$ cat src/pm_defs.svh
// Constants of the power-down and low-voltage reset sequencer.
// Assumes a 10 MHz aclk and a byte-addressed AXI4-Lite register window.
`ifndef PM_DEFS_SVH
`define PM_DEFS_SVH

// ----------------------------------------
// Register map
// ----------------------------------------
`define CTRL_ADDR 4'h0
`define STATUS_ADDR 4'h4
`define CTRL_RESET 7'h00
`define CTRL_KEY_LSB 0
`define CTRL_INT_BIT 4
`define CTRL_SEL_LO_BIT 5
`define CTRL_SEL_HI_BIT 6
`define RESP_OKAY 2'b00
`define RESP_SLVERR 2'b10

// ----------------------------------------
// Timing and fixed values
// ----------------------------------------
`define CLK_PERIOD_NS 100
`define OSC_SETTLE_NS 200000
`define OSC_SETTLE_CYC ((`OSC_SETTLE_NS + `CLK_PERIOD_NS - 1) / `CLK_PERIOD_NS)
`define STACK_INIT_LEVEL 3'h7
`define CNTR_INPUT_SEL 2'h3

`endif

$ cat src/pm_pkg.sv
// Types shared by the sequencer files.
// Assumes nothing beyond a SystemVerilog compiler.
package pm_pkg;
    typedef enum logic [2:0] {
        ST_RUN = 3'b000,
        ST_CLK_SLEEP = 3'b001,
        ST_DEEP_SLEEP = 3'b010,
        ST_OSC_WAIT = 3'b011,
        ST_WAKE = 3'b100
    } pm_state_t;
endpackage : pm_pkg

$ cat src/osc_if.sv
// Handshake between the sequencer and its oscillator settle timer.
// Assumes both ends run on the same clock.
`timescale 1ns/1ps
`default_nettype none
interface osc_if;
    logic start;
    logic stable;
    modport seq (output start, input stable);
    modport timer (input start, output stable);
endinterface : osc_if
`default_nettype wire

$ cat src/osc_settle_timer.sv
// Counts the oscillator restart time after a deep-sleep wake-up.
// Assumes start is held high for the whole wait.
`timescale 1ns/1ps
`default_nettype none
`include "pm_defs.svh"
module osc_settle_timer (
    input wire logic aclk,
    input wire logic aresetn,
    osc_if.timer osc
);
    import pm_pkg::*;

    localparam int SETTLE = `OSC_SETTLE_CYC;
    logic [11:0] count;
    logic [11:0] next_count;

    // ----------------------------------------
    // Settle counter
    // ----------------------------------------
    always_comb begin
        next_count = count;
        if (!osc.start) begin
            next_count = 12'h000;
        end else if (count != SETTLE[11:0]) begin
            next_count = count + 12'h001;
        end
    end

    always_ff @(posedge aclk) begin
        if (!aresetn) begin
            count <= 12'h000;
        end else begin
            count <= next_count;
        end
    end

    assign osc.stable = osc.start && (count == SETTLE[11:0]);
endmodule : osc_settle_timer
`default_nettype wire

$ cat src/pm_sequencer.sv
// Power-down sequencer with low-voltage reset and AXI4-Lite registers.
// Assumes instruction strobes and watchdog come from aclk logic; pins are async.
//
// The AXI4-Lite register port and the placing of the registers were chosen for this implementation.
`timescale 1ns/1ps
`default_nettype none
`include "pm_defs.svh"
module pm_sequencer (
    input wire logic aclk,
    input wire logic aresetn,
    // Instruction strobes, timer flag and watchdog reset from the core
    input wire logic detector_keep_alive_instr,
    input wire logic sleep_arm_instr,
    input wire logic clock_sleep_instr,
    input wire logic deep_sleep_instr,
    input wire logic long_timer_request_flag,
    input wire logic watchdog_reset,
    // Asynchronous pins
    input wire logic reset_pin_n,
    input wire logic low_voltage_detect,
    input wire logic int_wake_pin,
    input wire logic [3:0] key_wake_pin,
    // Core and peripheral control
    output logic system_reset,
    output logic cpu_hold,
    output logic warm_restart,
    output logic stack_init,
    output logic [2:0] stack_init_level,
    output logic power_down_flag,
    output logic detector_active,
    output logic subclock_run,
    output logic main_clock_run,
    output logic lcd_on,
    output logic long_timer_run,
    output logic short_timers_run,
    output pm_pkg::pm_state_t power_state,
    output logic counter_io_pin_out,
    output logic counter_io_pin_oe,
    // AXI4-Lite slave
    input wire logic [3:0] awaddr,
    input wire logic awvalid,
    output logic awready,
    input wire logic [31:0] wdata,
    input wire logic [3:0] wstrb,
    input wire logic wvalid,
    output logic wready,
    output logic [1:0] bresp,
    output logic bvalid,
    input wire logic bready,
    input wire logic [3:0] araddr,
    input wire logic arvalid,
    output logic arready,
    output logic [31:0] rdata,
    output logic [1:0] rresp,
    output logic rvalid,
    input wire logic rready
);
    import pm_pkg::*;

    // ----------------------------------------
    // Pin synchronisers
    // ----------------------------------------
    logic [6:0] sync1;
    logic [6:0] sync2;
    logic [3:0] key_prev;
    logic [6:0] next_sync1;
    logic [6:0] next_sync2;
    logic [3:0] next_key_prev;

    always_comb begin
        next_sync1 = {reset_pin_n, low_voltage_detect, int_wake_pin, key_wake_pin};
        next_sync2 = sync1;
        next_key_prev = sync2[3:0];
    end

    always_ff @(posedge aclk) begin
        if (!aresetn) begin
            // Idle pin levels, so no false low-voltage reset or wake after reset
            sync1 <= 7'h4f;
            sync2 <= 7'h4f;
            key_prev <= 4'hf;
        end else begin
            sync1 <= next_sync1;
            sync2 <= next_sync2;
            key_prev <= next_key_prev;
        end
    end

    logic pin_n_s;
    logic lvd_s;
    logic int_s;
    logic [3:0] key_fall;
    logic [6:0] ctrl;

    assign pin_n_s = sync2[6];
    assign lvd_s = sync2[5];
    assign int_s = sync2[4];

    genvar gi;
    generate
        for (gi = 0; gi < 4; gi++) begin : g_key
            // Only a high-to-low edge counts; a held-low key does not rewake
            assign key_fall[gi] = ctrl[`CTRL_KEY_LSB + gi] && key_prev[gi] && !sync2[gi];
        end
    endgenerate

    logic ext_wake;
    assign ext_wake = (|key_fall) || (ctrl[`CTRL_INT_BIT] && int_s);

    // ----------------------------------------
    // Reset sources and sleep state machine
    // ----------------------------------------
    pm_state_t state;
    pm_state_t next_state;
    logic armed;
    logic keep_alive;
    logic pflag;
    logic sys_rst;
    logic warm;
    logic stk;
    logic next_armed;
    logic next_keep_alive;
    logic next_pflag;
    logic next_sys_rst;
    logic next_warm;
    logic next_stk;
    logic deep_exit;
    logic next_deep_exit;
    logic reset_event;
    logic lvd_on;

    osc_if osc ();

    osc_settle_timer u_settle (
        .aclk(aclk),
        .aresetn(aresetn),
        .osc(osc.timer)
    );

    assign osc.start = (state == ST_OSC_WAIT);
    assign lvd_on = (state == ST_RUN) || (state == ST_WAKE) || keep_alive;
    // Pin low for a machine cycle is caught by the synchroniser
    assign reset_event = !pin_n_s || watchdog_reset || (lvd_s && lvd_on);

    always_comb begin
        next_state = state;
        next_armed = armed;
        next_keep_alive = keep_alive;
        next_pflag = pflag;
        next_sys_rst = reset_event;
        next_warm = 1'b0;
        next_stk = 1'b0;
        next_deep_exit = deep_exit;
        if (reset_event) begin
            next_state = ST_RUN;
            next_armed = 1'b0;
            next_keep_alive = 1'b0;
            next_pflag = 1'b0;
            next_deep_exit = 1'b0;
        end else begin
            if (detector_keep_alive_instr) begin
                next_keep_alive = 1'b1;
            end
            case (state)
                ST_RUN: begin
                    if (sleep_arm_instr) begin
                        next_armed = 1'b1;
                    end
                    // Unarmed sleep instructions fall through as no-ops
                    if (armed && clock_sleep_instr) begin
                        next_state = ST_CLK_SLEEP;
                        next_armed = 1'b0;
                    end else if (armed && deep_sleep_instr) begin
                        next_state = ST_DEEP_SLEEP;
                        next_armed = 1'b0;
                    end
                end
                ST_CLK_SLEEP: begin
                    // A flag already set on entry wakes on the next edge
                    if (ext_wake || long_timer_request_flag) begin
                        next_state = ST_WAKE;
                        next_deep_exit = 1'b0;
                    end
                end
                ST_DEEP_SLEEP: begin
                    // Oscillators are down, so the timer flag cannot wake
                    if (ext_wake) begin
                        next_state = ST_OSC_WAIT;
                    end
                end
                ST_OSC_WAIT: begin
                    if (osc.stable) begin
                        next_state = ST_WAKE;
                        next_deep_exit = 1'b1;
                    end
                end
                ST_WAKE: begin
                    // Control registers sit outside and are left alone
                    next_state = ST_RUN;
                    next_pflag = 1'b1;
                    next_warm = 1'b1;
                    next_stk = deep_exit;
                end
                default: begin
                    next_state = ST_RUN;
                end
            endcase
        end
    end

    always_ff @(posedge aclk) begin
        if (!aresetn) begin
            state <= ST_RUN;
            armed <= 1'b0;
            keep_alive <= 1'b0;
            pflag <= 1'b0;
            sys_rst <= 1'b1;
            warm <= 1'b0;
            stk <= 1'b0;
            deep_exit <= 1'b0;
        end else begin
            state <= next_state;
            armed <= next_armed;
            keep_alive <= next_keep_alive;
            pflag <= next_pflag;
            sys_rst <= next_sys_rst;
            warm <= next_warm;
            stk <= next_stk;
            deep_exit <= next_deep_exit;
        end
    end

    assign system_reset = sys_rst;
    assign warm_restart = warm;
    assign stack_init = stk;
    assign stack_init_level = `STACK_INIT_LEVEL;
    // Read by the skip instruction to tell warm from cold
    assign power_down_flag = pflag;
    assign detector_active = lvd_on;
    assign power_state = state;
    assign cpu_hold = (state != ST_RUN);
    assign subclock_run = (state != ST_DEEP_SLEEP) && (state != ST_OSC_WAIT);
    assign main_clock_run = (state != ST_CLK_SLEEP) && (state != ST_DEEP_SLEEP);
    assign lcd_on = subclock_run;
    assign long_timer_run = subclock_run;
    // Short timers stop in either sleep, leaving their state undefined
    assign short_timers_run = (state == ST_RUN) || (state == ST_WAKE);

    // ----------------------------------------
    // Counter pin in deep sleep
    // ----------------------------------------
    logic [1:0] cntr_sel;
    logic deep_pin;
    assign cntr_sel = {ctrl[`CTRL_SEL_HI_BIT], ctrl[`CTRL_SEL_LO_BIT]};
    assign deep_pin = (state == ST_DEEP_SLEEP) || (state == ST_OSC_WAIT);
    // Outside deep sleep the counter block owns the pin; this drives low only
    assign counter_io_pin_out = 1'b0;
    assign counter_io_pin_oe = deep_pin && (cntr_sel != `CNTR_INPUT_SEL);

    // ----------------------------------------
    // AXI4-Lite slave
    // ----------------------------------------
    logic next_bvalid;
    logic next_rvalid;
    logic [1:0] next_bresp;
    logic [1:0] next_rresp;
    logic [31:0] next_rdata;
    logic [6:0] next_ctrl;
    logic wr_go;
    logic rd_go;

    // Both channels must be present; the slave simply waits for the later one
    assign awready = awvalid && wvalid && !bvalid;
    assign wready = awready;
    assign arready = !rvalid;
    assign wr_go = awready;
    assign rd_go = arvalid && arready;

    always_comb begin
        next_bvalid = bvalid && !bready;
        next_rvalid = rvalid && !rready;
        next_bresp = bresp;
        next_rresp = rresp;
        next_rdata = rdata;
        next_ctrl = ctrl;
        if (wr_go) begin
            next_bvalid = 1'b1;
            if (awaddr == `CTRL_ADDR) begin
                next_bresp = `RESP_OKAY;
                if (wstrb[0]) begin
                    next_ctrl = wdata[6:0];
                end
            end else if (awaddr == `STATUS_ADDR) begin
                next_bresp = `RESP_OKAY;
            end else begin
                next_bresp = `RESP_SLVERR;
            end
        end
        if (rd_go) begin
            next_rvalid = 1'b1;
            if (araddr == `CTRL_ADDR) begin
                next_rresp = `RESP_OKAY;
                next_rdata = {25'h0000000, ctrl};
            end else if (araddr == `STATUS_ADDR) begin
                next_rresp = `RESP_OKAY;
                next_rdata = {25'h0000000, lvd_on, pflag, keep_alive, armed, state};
            end else begin
                next_rresp = `RESP_SLVERR;
                next_rdata = 32'h00000000;
            end
        end
    end

    always_ff @(posedge aclk) begin
        if (!aresetn) begin
            bvalid <= 1'b0;
            rvalid <= 1'b0;
            bresp <= `RESP_OKAY;
            rresp <= `RESP_OKAY;
            rdata <= 32'h00000000;
            ctrl <= `CTRL_RESET;
        end else begin
            bvalid <= next_bvalid;
            rvalid <= next_rvalid;
            bresp <= next_bresp;
            rresp <= next_rresp;
            rdata <= next_rdata;
            ctrl <= next_ctrl;
        end
    end
endmodule : pm_sequencer
`default_nettype wire

$ cat config.mk
export PLATFORM = sky130hd
export DESIGN_NAME = pm_sequencer
export DESIGN_NICKNAME = d
export VERILOG_FILES = /design/src/pm_pkg.sv /design/src/osc_if.sv /design/src/osc_settle_timer.sv /design/src/pm_sequencer.sv
export VERILOG_INCLUDE_DIRS = /design/src
export SDC_FILE = /design/constraint.sdc
export NUM_CORES = 1
export LEC_CHECK = 0
export ABC_CLOCK_PERIOD_IN_PS = 1850
export BUFFER_PORTS_ARGS = -buffer_cell sky130_fd_sc_hd__buf_2
export CORE_MARGIN = 2
export CORE_UTILIZATION = 40
export CTS_CLUSTER_DIAMETER = 50
export DETAILED_ROUTE_END_ITERATION = 7
export PLACE_DENSITY = 0.79
export SYNTH_ARGS = -nofsm -noshare
export SYNTH_HDL_FRONTEND = slang
export SYNTH_SLANG_ARGS = --single-unit
$ cat constraint.sdc
create_clock -name aclk -period 1.85 [get_ports aclk]
set_input_delay 0.37 -clock aclk [delete_from_list [all_inputs] [get_ports aclk]]
set_output_delay 0.37 -clock aclk [all_outputs]
set_load 0.1 [all_outputs]
==> impl_metrics.ini, run 1 <==
[clocking]
cts.sinks = 58
clk_pin_slew_ns = 0.06
cts_hold_buf = 0
cts_tree = done
clockRootBuffer = clkbuf_8
cts_buffer_depth = 2
clock_latency_ns = 0.33
cts_max_level = 3
cts_buffers = 9

[pwr]
combPwrFrac_pct = 18.5
p_sw_share_pct = 31.7
irDropWorstVdd_v = 0.000554
clockPowerShare_pct = 37.7
intPower_mw = 2.01
powerDensity_nw_per_um2 = 955
switchingPower_mw = 0.932
share_seq_of_total_power_pct = 43.9
leakagePower_nw = 1.37

[sta]
finalHoldViolCount = 0
period_share_pct = 95.2
rsz0062_at_grt = false
drv_slew = 0
setup_slack_ns = 0.0880
skew_ns = 0.00796
setup_violations = 0
holdWs_ns = 0.219
fin_crit_ns = 1.76
fmax_ghz = 0.568

[placed_design]
pre_cts_ws_ns = 0.159
gp_congestion = 0.853
hpwl_um = 3560
dp.cells = 405
port_buffers = 64

[yosys]
yosys_warnings = 0
synth.area.top_cells = dfxtp_1 45%, buf_4 9.9%, mux2i_1 7.0%
yosys.area.top_type_share_pct = 44.9
synth.yosys.seq_area_share_pct = 44.9
ys_types = 41
yosysTopAreaCell = dfxtp_1
syn_area_um2 = 2580
synthCells = 279
synth_area_per_cell_um2 = 9.26
synth-seq-cells = 58

[worst_hold_path]
hold_path.class = input port to flop

[cells_and_area]
syn2layout_area_growth_pct = 19.2
n_antenna_cell = 0
fin_util_pct = 48.8
finalNonFillerCells = 421
fillers = 600
final_nets = 405
drive_gt1_share_pct = 29.4

[die]
die_y_um = 84.4
start_util_pct = 40.9
rows = 29
io-pin-count = 124
core_area_um2 = 6310
die_area_um2 = 7120
die_w_um = 84.4

[critical_path]
criticalPathCategory = flop to output port
crit_required_ns = 1.48
cp_max_fo = 11
cp_data_arrival_time_ns = 1.39
cp-end-kind = output port
cp-start-kind = flop

[global_routing]
grt_pass1_wl_um = 7880
grt_pass1_vias = 1752
grt_overflow_total = 0
grt_use_total_pct = 14.0
grt_max_degree = 38
grt_antenna_before_repair = 0

[detailed_routing]
remaining_drc_errors = 0
vias = 1926
routedWlPerCell_um = 11.4
drtAntennaViolNets = 0
avgViaCountPerCell = 4.57
drt_iter0_markers = 66
drt-total-wl_um = 4810
dr.pass1.iters = 4

[outcome]
outcome = complete, no violations

[job]
drv_cap = 0
## power groups by stage
stage          Combinational [mW]  Clock (mW)  Sequential, mW
2_1_floorplan               0.475           0            1.37
3_3_place_gp                0.539           0            1.32
3_5_place_dp                0.542           0            1.32
4_1_cts                     0.543        1.13            1.29
5_1_grt                     0.564        1.19            1.29
6_report                    0.543        1.11            1.29
## placed cells by master, fill, tap and decap left out, types with 2 or more instances in the layout
cell type and instances:
clkbuf_8 10, xor2_1 7, and2_1 5, dfxtp_1 53, o21ai_0 3, nor2_4 2
nor3_1 11, mux2i_1 18, and3_1 3, nand3_1 7, buf_2 62, a21oi_1 11
nand2_1 13, ha_1 2, conb_1 31, inv_1 4, o211ai_1 2, nor2_1 22
buf_4 2, clkbuf_4 2, inv_2 2, nor2b_1 16, clkbuf_1 3, o211a_1 2
xnor2_1 4, nor3b_1 2, clkinv_2 2, dfxtp_4 4, nand2b_1 14
## kinds of logic after synthesis
group           Yosys count  synth area share (%)
simple gates            109                  22.6
flops                    58                  44.9
buf+inv                  53                  12.9
compound gates           25                  7.12
mux                      19                  7.41
xor+xnor                 11                  3.73
fa+ha+maj                 2                 0.968
other cells               2                 0.291
## sequential cells by signal, summed over array words and instances, names as in the netlist, 3 cells and up
register	count
sync2	7
rdata	7
next_sync2	7
key_prev	4
u_settle.count	12
power_state	3
ctrl	7
## per-layer routing
| metal | share of wire (%) | up-vias | global-route usage [%] |
|---|---|---|---|
| met5 | 0 | - | 0 |
| met4 | 2.1 | 0 | 7.65 |
| met3 | 5.2 | 10 | 3.54 |
| met2 | 49 | 67 | 24.0 |
| met1 | 44 | 874 | 15.8 |
| li1 | - | 975 | - |
## final timing paths
| kind | startpoint | end | slack, ns | cells past startpoint |
|---|---|---|---|---|
| worst max register to register | u_settle.count[0]$_SDFFE_PN0N_ | power_state[0]$_SDFFE_PP0P_ | 0.16 | 6 |
| worst min register to register | next_sync2[6]$_SDFF_PN1_ | sync2[6]$_SDFF_PN1_ | 0.41 | 1 |
| worst min-delay path | key_wake_pin[0] | next_sync2[0]$_SDFF_PN1_ | 0.22 | 2 |
| worst max-delay path | power_state[0]$_SDFFE_PP0P_ | main_clock_run | 0.09 | 3 |
## area by class of cell
type	instances	area [um2]	share of cell area, %
Multi-Input combinational cell	197	1250	40.5
Sequential cell	58	1180	38.2
Timing Repair Buffer	66	340	11.1
Clock buffer	13	149	4.84
Tap cell	77	96.3	3.13
Clock inverter	3	40.0	1.30
Inverter	7	30.0	0.975
## synth_stat cells, drive strengths merged
library cell   n
inv            7
and3           4
nor3b          2
mux2           1
mux2i         18
o21ai          3
or3            1
nor2b         16
a21oi         12
nor2          24
or2            1
ha             2
dfxtp         58
nor3          12
conb           2
or2b           1
xnor2          4
nand2         14
a2111o         1
clkbuf        11
nand4b         1
nor4           1
o21bai         1
nand4          2
o211a          2
and4bb         1
nand3          7
and2           5
o211ai         2
buf           35
nand2b        16
xor2           7
o21a           1
a211oi         1
a221o          1
o22ai          1
nand3b         1
## worst max-delay path: stages (launching register included)
cell      delay [ns]
dfxtp_4         0.40
xor2_1          0.18
nand2b_2        0.07
buf_2           0.41
## repair_timing
action	in CTS	in global routing
buffers inserted	0	0
endpoints found under the setup margin	1	2
resized for setup	1	2
endpoints found under the hold margin	0	0
## through the flow
| stage | power [mW] | setup TNS, ns | cell area, um2 |
|---|---|---|---|
| after detailed placement | 1.86 | 0 | 2880 |
| after CTS | 2.96 | 0 | 3070 |
| after global placement | 1.85 | 0 | 2880 |
| final | 2.94 | 0 | 3080 |
| after global routing | 3.05 | 0 | 3080 |
| after floorplan | 1.85 | -0.241 | 2780 |
Power figures use the tool's default switching activity.
==> run 2: changes to the inputs <==
Settings changed: MAX_ROUTING_LAYER set to met4, RECOVER_POWER set to 25, SKIP_CTS_REPAIR_TIMING set to 1.
==> run 2 against run 1 <==
Net effect: die area is the same; sequential power is essentially flat; critical path depth is the same; total power is essentially flat; non-clock buffer count is the same; utilization is essentially flat; first-iteration DRC count grew 9.1%; count of clock-buffer cells in the layout is the same; final cell count is the same; clock power is essentially flat; global-route usage grew 0.36 points; final area is essentially flat; highest routed layer unchanged.
==> impl_metrics.ini, run 2 (same netlist as run 1, synthesis figures left out) <==
[outcome]
outcome = complete, no violations

[placed_design]
gp_congestion = 0.866
port_buffers = 64
hpwl_um = 3560
pre_cts_ws_ns = 0.159

[global_routing]
grt_pass1_wl_um = 7840
grt_antenna_before_repair = 0
grt_max_degree = 38
busiest_layer = met2
grt_use_total_pct = 14.3
met3_usage_pct = 3.34
grtUsageMet1_pct = 16.0
grt_overflow_total = 0
grt_use_met2_pct = 23.7
grt_pass1_vias = 1743

[pwr]
switchingPower_mw = 0.931
p_sw_share_pct = 31.7
leakagePower_nw = 1.36
combPwrFrac_pct = 18.5
irDropWorstVdd_v = 0.000554
clockPowerShare_pct = 37.7
intPower_mw = 2.01
powerDensity_nw_per_um2 = 955
share_seq_of_total_power_pct = 43.9

[critical_path]
worst_r2r_endpoint = power_state[0]$_SDFFE_PP0P_
regToRegSetupSlack_ns = 0.15
startpoint = power_state[0]$_SDFFE_PP0P_
crit_end = main_clock_run
cp_data_arrival_time_ns = 1.39
crit_required_ns = 1.48
cp_max_fo = 11
cp-end-kind = output port
r2r_cells = 6
cp-start-kind = flop
r2r_start = u_settle.count[0]$_SDFFE_PN0N_
criticalPathCategory = flop to output port

[clocking]
cts_max_level = 3
cts.sinks = 58
clock_latency_ns = 0.33
cts_buffer_depth = 2
clk_pin_slew_ns = 0.06
clockRootBuffer = clkbuf_8
cts_buffers = 9
cts_tree = done

[sta]
period_share_pct = 95.2
setup_violations = 0
tightest_slew_ns = 0.593
rsz0062_at_grt = false
fin_crit_ns = 1.76
finalHoldViolCount = 0
max-slew-margin-rel_pct = 60.4
setup_slack_ns = 0.0879
fmax_ghz = 0.568
holdWs_ns = 0.220
skew_ns = 0.00793
drv_slew = 0

[die]
die_y_um = 84.4
io-pin-count = 124
start_util_pct = 40.9
core_area_um2 = 6310
die_area_um2 = 7120
rows = 29
die_w_um = 84.4

[detailed_routing]
vias = 1934
routedWlPerCell_um = 11.4
dr.pass1.iters = 4
drt-total-wl_um = 4800
drt_iter0_markers = 72
avgViaCountPerCell = 4.59
drtAntennaViolNets = 0
remaining_drc_errors = 0

[job]
drv_cap = 0

[cells_and_area]
final_common_cell = buf_2
fin_util_pct = 48.7
n_antenna_cell = 0
syn2layout_area_growth_pct = 19.1
drive_gt1_share_pct = 29.4
largest_reg_flops = 12
regMostFlops = u_settle.count
final_nets = 405
final_cell_mix = 62 x buf_2, 53 x dfxtp_1, 31 x conb_1, 22 x nor2_1, 18 x mux2i_1
fillers = 600

[worst_hold_path]
hold_path.class = input port to flop
run 2: worst min-delay path by stage:
| stage | startpoint | endpoint | slack (ns) | cells past startpoint |
|---|---|---|---|---|
| after detailed placement | next_sync2[6]$_SDFF_PN1_ | sync2[6]$_SDFF_PN1_ | 0.39 | 1 |
| after global routing | key_wake_pin[0] | next_sync2[0]$_SDFF_PN1_ | 0.22 | 2 |
| final | key_wake_pin[0] | next_sync2[0]$_SDFF_PN1_ | 0.22 | 2 |
| after global placement | next_sync2[2]$_SDFF_PN1_ | sync2[2]$_SDFF_PN1_ | 0.39 | 1 |
| after floorplan | next_sync2[0]$_SDFF_PN1_ | sync2[0]$_SDFF_PN1_ | 0.39 | 1 |
| after CTS | reset_pin_n | next_sync2[6]$_SDFF_PN1_ | 0.21 | 2 |
run 2: cell type report:
cell class / instances / area (um2) / share of cell area (%)
clock buffer: 13 / 149 / 4.84
clock inverter: 3 / 40.0 / 1.30
inverter: 7 / 30.0 / 0.976
multi-input combinational: 197 / 1250 / 40.5
sequential: 58 / 1180 / 38.3
tap: 77 / 96.3 / 3.13
timing repair buffer: 66 / 338 / 11.0
run 2: stage by stage:
step	setup TNS (ns)	cells	total power, mW	instance area, um2
after floorplan	-0.241	308	1.85	2780
after global placement	0	405	1.85	2880
after detailed placement	0	405	1.86	2880
after CTS	-0.00534	421	2.96	3070
after global routing	0	421	3.05	3080
final	0	421	2.94	3080
run 2: critical path, stage by stage, from the launching register on:
cell and delay [ns]:
dfxtp_4 0.40, xor2_1 0.18, nand2b_2 0.07, buf_2 0.41
run 2: routing by layer:
layer	vias up	wire length (um)
met2	69	2370
met5	-	0
li1	973	-
met4	0	106
met3	11	245
met1	881	2080
run 2: power by group through the flow:
stage	Clock [mW]	Sequential [mW]	Combinational, mW
after global placement	0	1.32	0.539
after CTS	1.13	1.29	0.543
after detailed placement	0	1.32	0.542
final	1.11	1.29	0.543
after floorplan	0	1.37	0.475
after global routing	1.19	1.29	0.563
==> run 3: changes to the inputs <==
Settings changed: CTS_BUF_LIST set to sky130_fd_sc_hd__clkbuf_4 sky130_fd_sc_hd__clkbuf_8 sky130_fd_sc_hd__clkbuf_16.
==> run 3 against run 2 <==
Net effect: count of clock-buffer cells in the layout did not move; non-clock buffer count is the same; fmax fell by 0.12%; sequential power barely moved; setup slack got worse by 0.0020 ns; highest routed layer unchanged; final cell count unchanged; register-to-register slack barely moved.
==> impl_metrics.ini, run 3 (same netlist as run 1, synthesis figures left out) <==
[outcome]
outcome = complete, no violations

[die]
start_util_pct = 40.9
die_area_um2 = 7120
die_w_um = 84.4
rows = 29
core_area_um2 = 6310
die_y_um = 84.4
io-pin-count = 124

[detailed_routing]
dr.pass1.iters = 4
remaining_drc_errors = 0
drt-total-wl_um = 4830
routedWlPerCell_um = 11.5
drtAntennaViolNets = 0
vias = 1935
avgViaCountPerCell = 4.60
drt_iter0_markers = 84

[cells_and_area]
regMostFlops = u_settle.count
largest_reg_flops = 12
n_antenna_cell = 0
fin_util_pct = 48.9
final_cell_mix = 61 x buf_2, 54 x dfxtp_1, 31 x conb_1, 22 x nor2_1, 18 x mux2i_1
drive_gt1_share_pct = 29.7
syn2layout_area_growth_pct = 19.5
fillers = 599
final_nets = 405
final_common_cell = buf_2

[placed_design]
hpwl_um = 3560
port_buffers = 64
gp_congestion = 0.866

[pwr]
powerDensity_nw_per_um2 = 967
irDropWorstVdd_v = 0.000564
leakagePower_nw = 1.37

[clocking]
cts_buffer_depth = 2
clk_pin_slew_ns = 0.06
clockRootBuffer = clkbuf_8
cts.sinks = 58
cts_tree = done
cts_buffers = 9
clock_latency_ns = 0.33
cts_max_level = 3

[sta]
period_share_pct = 95.4
drv_slew = 0
skew_ns = 0.00776
holdWs_ns = 0.216
setup_violations = 0
rsz0062_at_grt = false
fin_crit_ns = 1.76
finalHoldViolCount = 0
fmax_ghz = 0.567

[worst_hold_path]
hold_path.class = input port to flop

[critical_path]
crit_required_ns = 1.48
cp_data_arrival_time_ns = 1.39
cp_max_fo = 11
criticalPathCategory = flop to output port
cp-end-kind = output port
cp-start-kind = flop

[global_routing]
grt_use_total_pct = 14.4
grt_max_degree = 38
grt_use_met2_pct = 24.1
grt_pass1_wl_um = 7890
met3_usage_pct = 3.34
grt_pass1_vias = 1756
busiest_layer = met2
grtUsageMet1_pct = 15.9
grt_overflow_total = 0
grt_antenna_before_repair = 0

[job]
drv_cap = 0
==> run 3: cell types whose count changed in the layout (fill, tap and decap cells not counted) <==
cell	change
and2_0	-1
and2_1	+1
buf_1	+1
buf_2	-1
buf_4	+1
clkbuf_1	-3
clkbuf_2	-1
clkbuf_4	+3
dfxtp_1	+1
dfxtp_2	-1
==> run 3: worst max-delay path, stage by stage (launching register included) <==
cell	delay [ns]
dfxtp_4	0.40
xor2_1	0.18
nand2b_2	0.07
buf_2	0.41
==> run 3: where the power goes <==
group | internal (mW) | leakage [nW] | switching [mW]
Combinational | 0.0785 | 0.788 | 0.464
Sequential | 1.27 | 0.475 | 0.0158
Clock | 0.699 | 0.108 | 0.456
==> run 3: area by class of cell <==
cell class / count / area, um2 / area share, %
multi-input combinational: 197 / 1250 / 40.4
sequential: 58 / 1180 / 38.1
timing repair buffer: 66 / 339 / 11.0
clock buffer: 13 / 160 / 5.19
tap: 77 / 96.3 / 3.12
clock inverter: 3 / 40.0 / 1.30
inverter: 7 / 30.0 / 0.972
==> run 3: metrics by stage <==
step | setup TNS (ns) | setup slack, ns | total power, mW | instance area [um2] | std cells
6_report | 0 | 0.0859 | 2.99 | 3090 | 421
5_1_grt | 0 | 0.0243 | 3.10 | 3090 | 421
4_1_cts | -0.00480 | -0.00480 | 3.01 | 3080 | 421
3_5_place_dp | 0 | 0.159 | 1.86 | 2880 | 405
3_3_place_gp | 0 | 0.193 | 1.85 | 2880 | 405
2_1_floorplan | -0.241 | -0.241 | 1.85 | 2780 | 308
==> run 3: path summary, 6_finish.rpt <==
check | start | end | slack, ns | depth (start not counted)
setup / recovery | power_state[0]$_SDFFE_PP0P_ | main_clock_run | 0.09 | 3
hold / removal | key_wake_pin[0] | next_sync2[0]$_SDFF_PN1_ | 0.22 | 2
setup reg to reg | u_settle.count[0]$_SDFFE_PN0N_ | power_state[0]$_SDFFE_PP0P_ | 0.16 | 6
hold reg to reg | next_sync2[6]$_SDFF_PN1_ | sync2[6]$_SDFF_PN1_ | 0.41 | 1
==> run 3: routing by layer <==
| layer | vias to the layer above | part of all wire (%) |
|---|---|---|
| li1 | 972 | - |
| met3 | 9 | 5.6 |
| met1 | 882 | 43 |
| met5 | - | 0 |
| met2 | 72 | 50 |
| met4 | 0 | 1.6 |
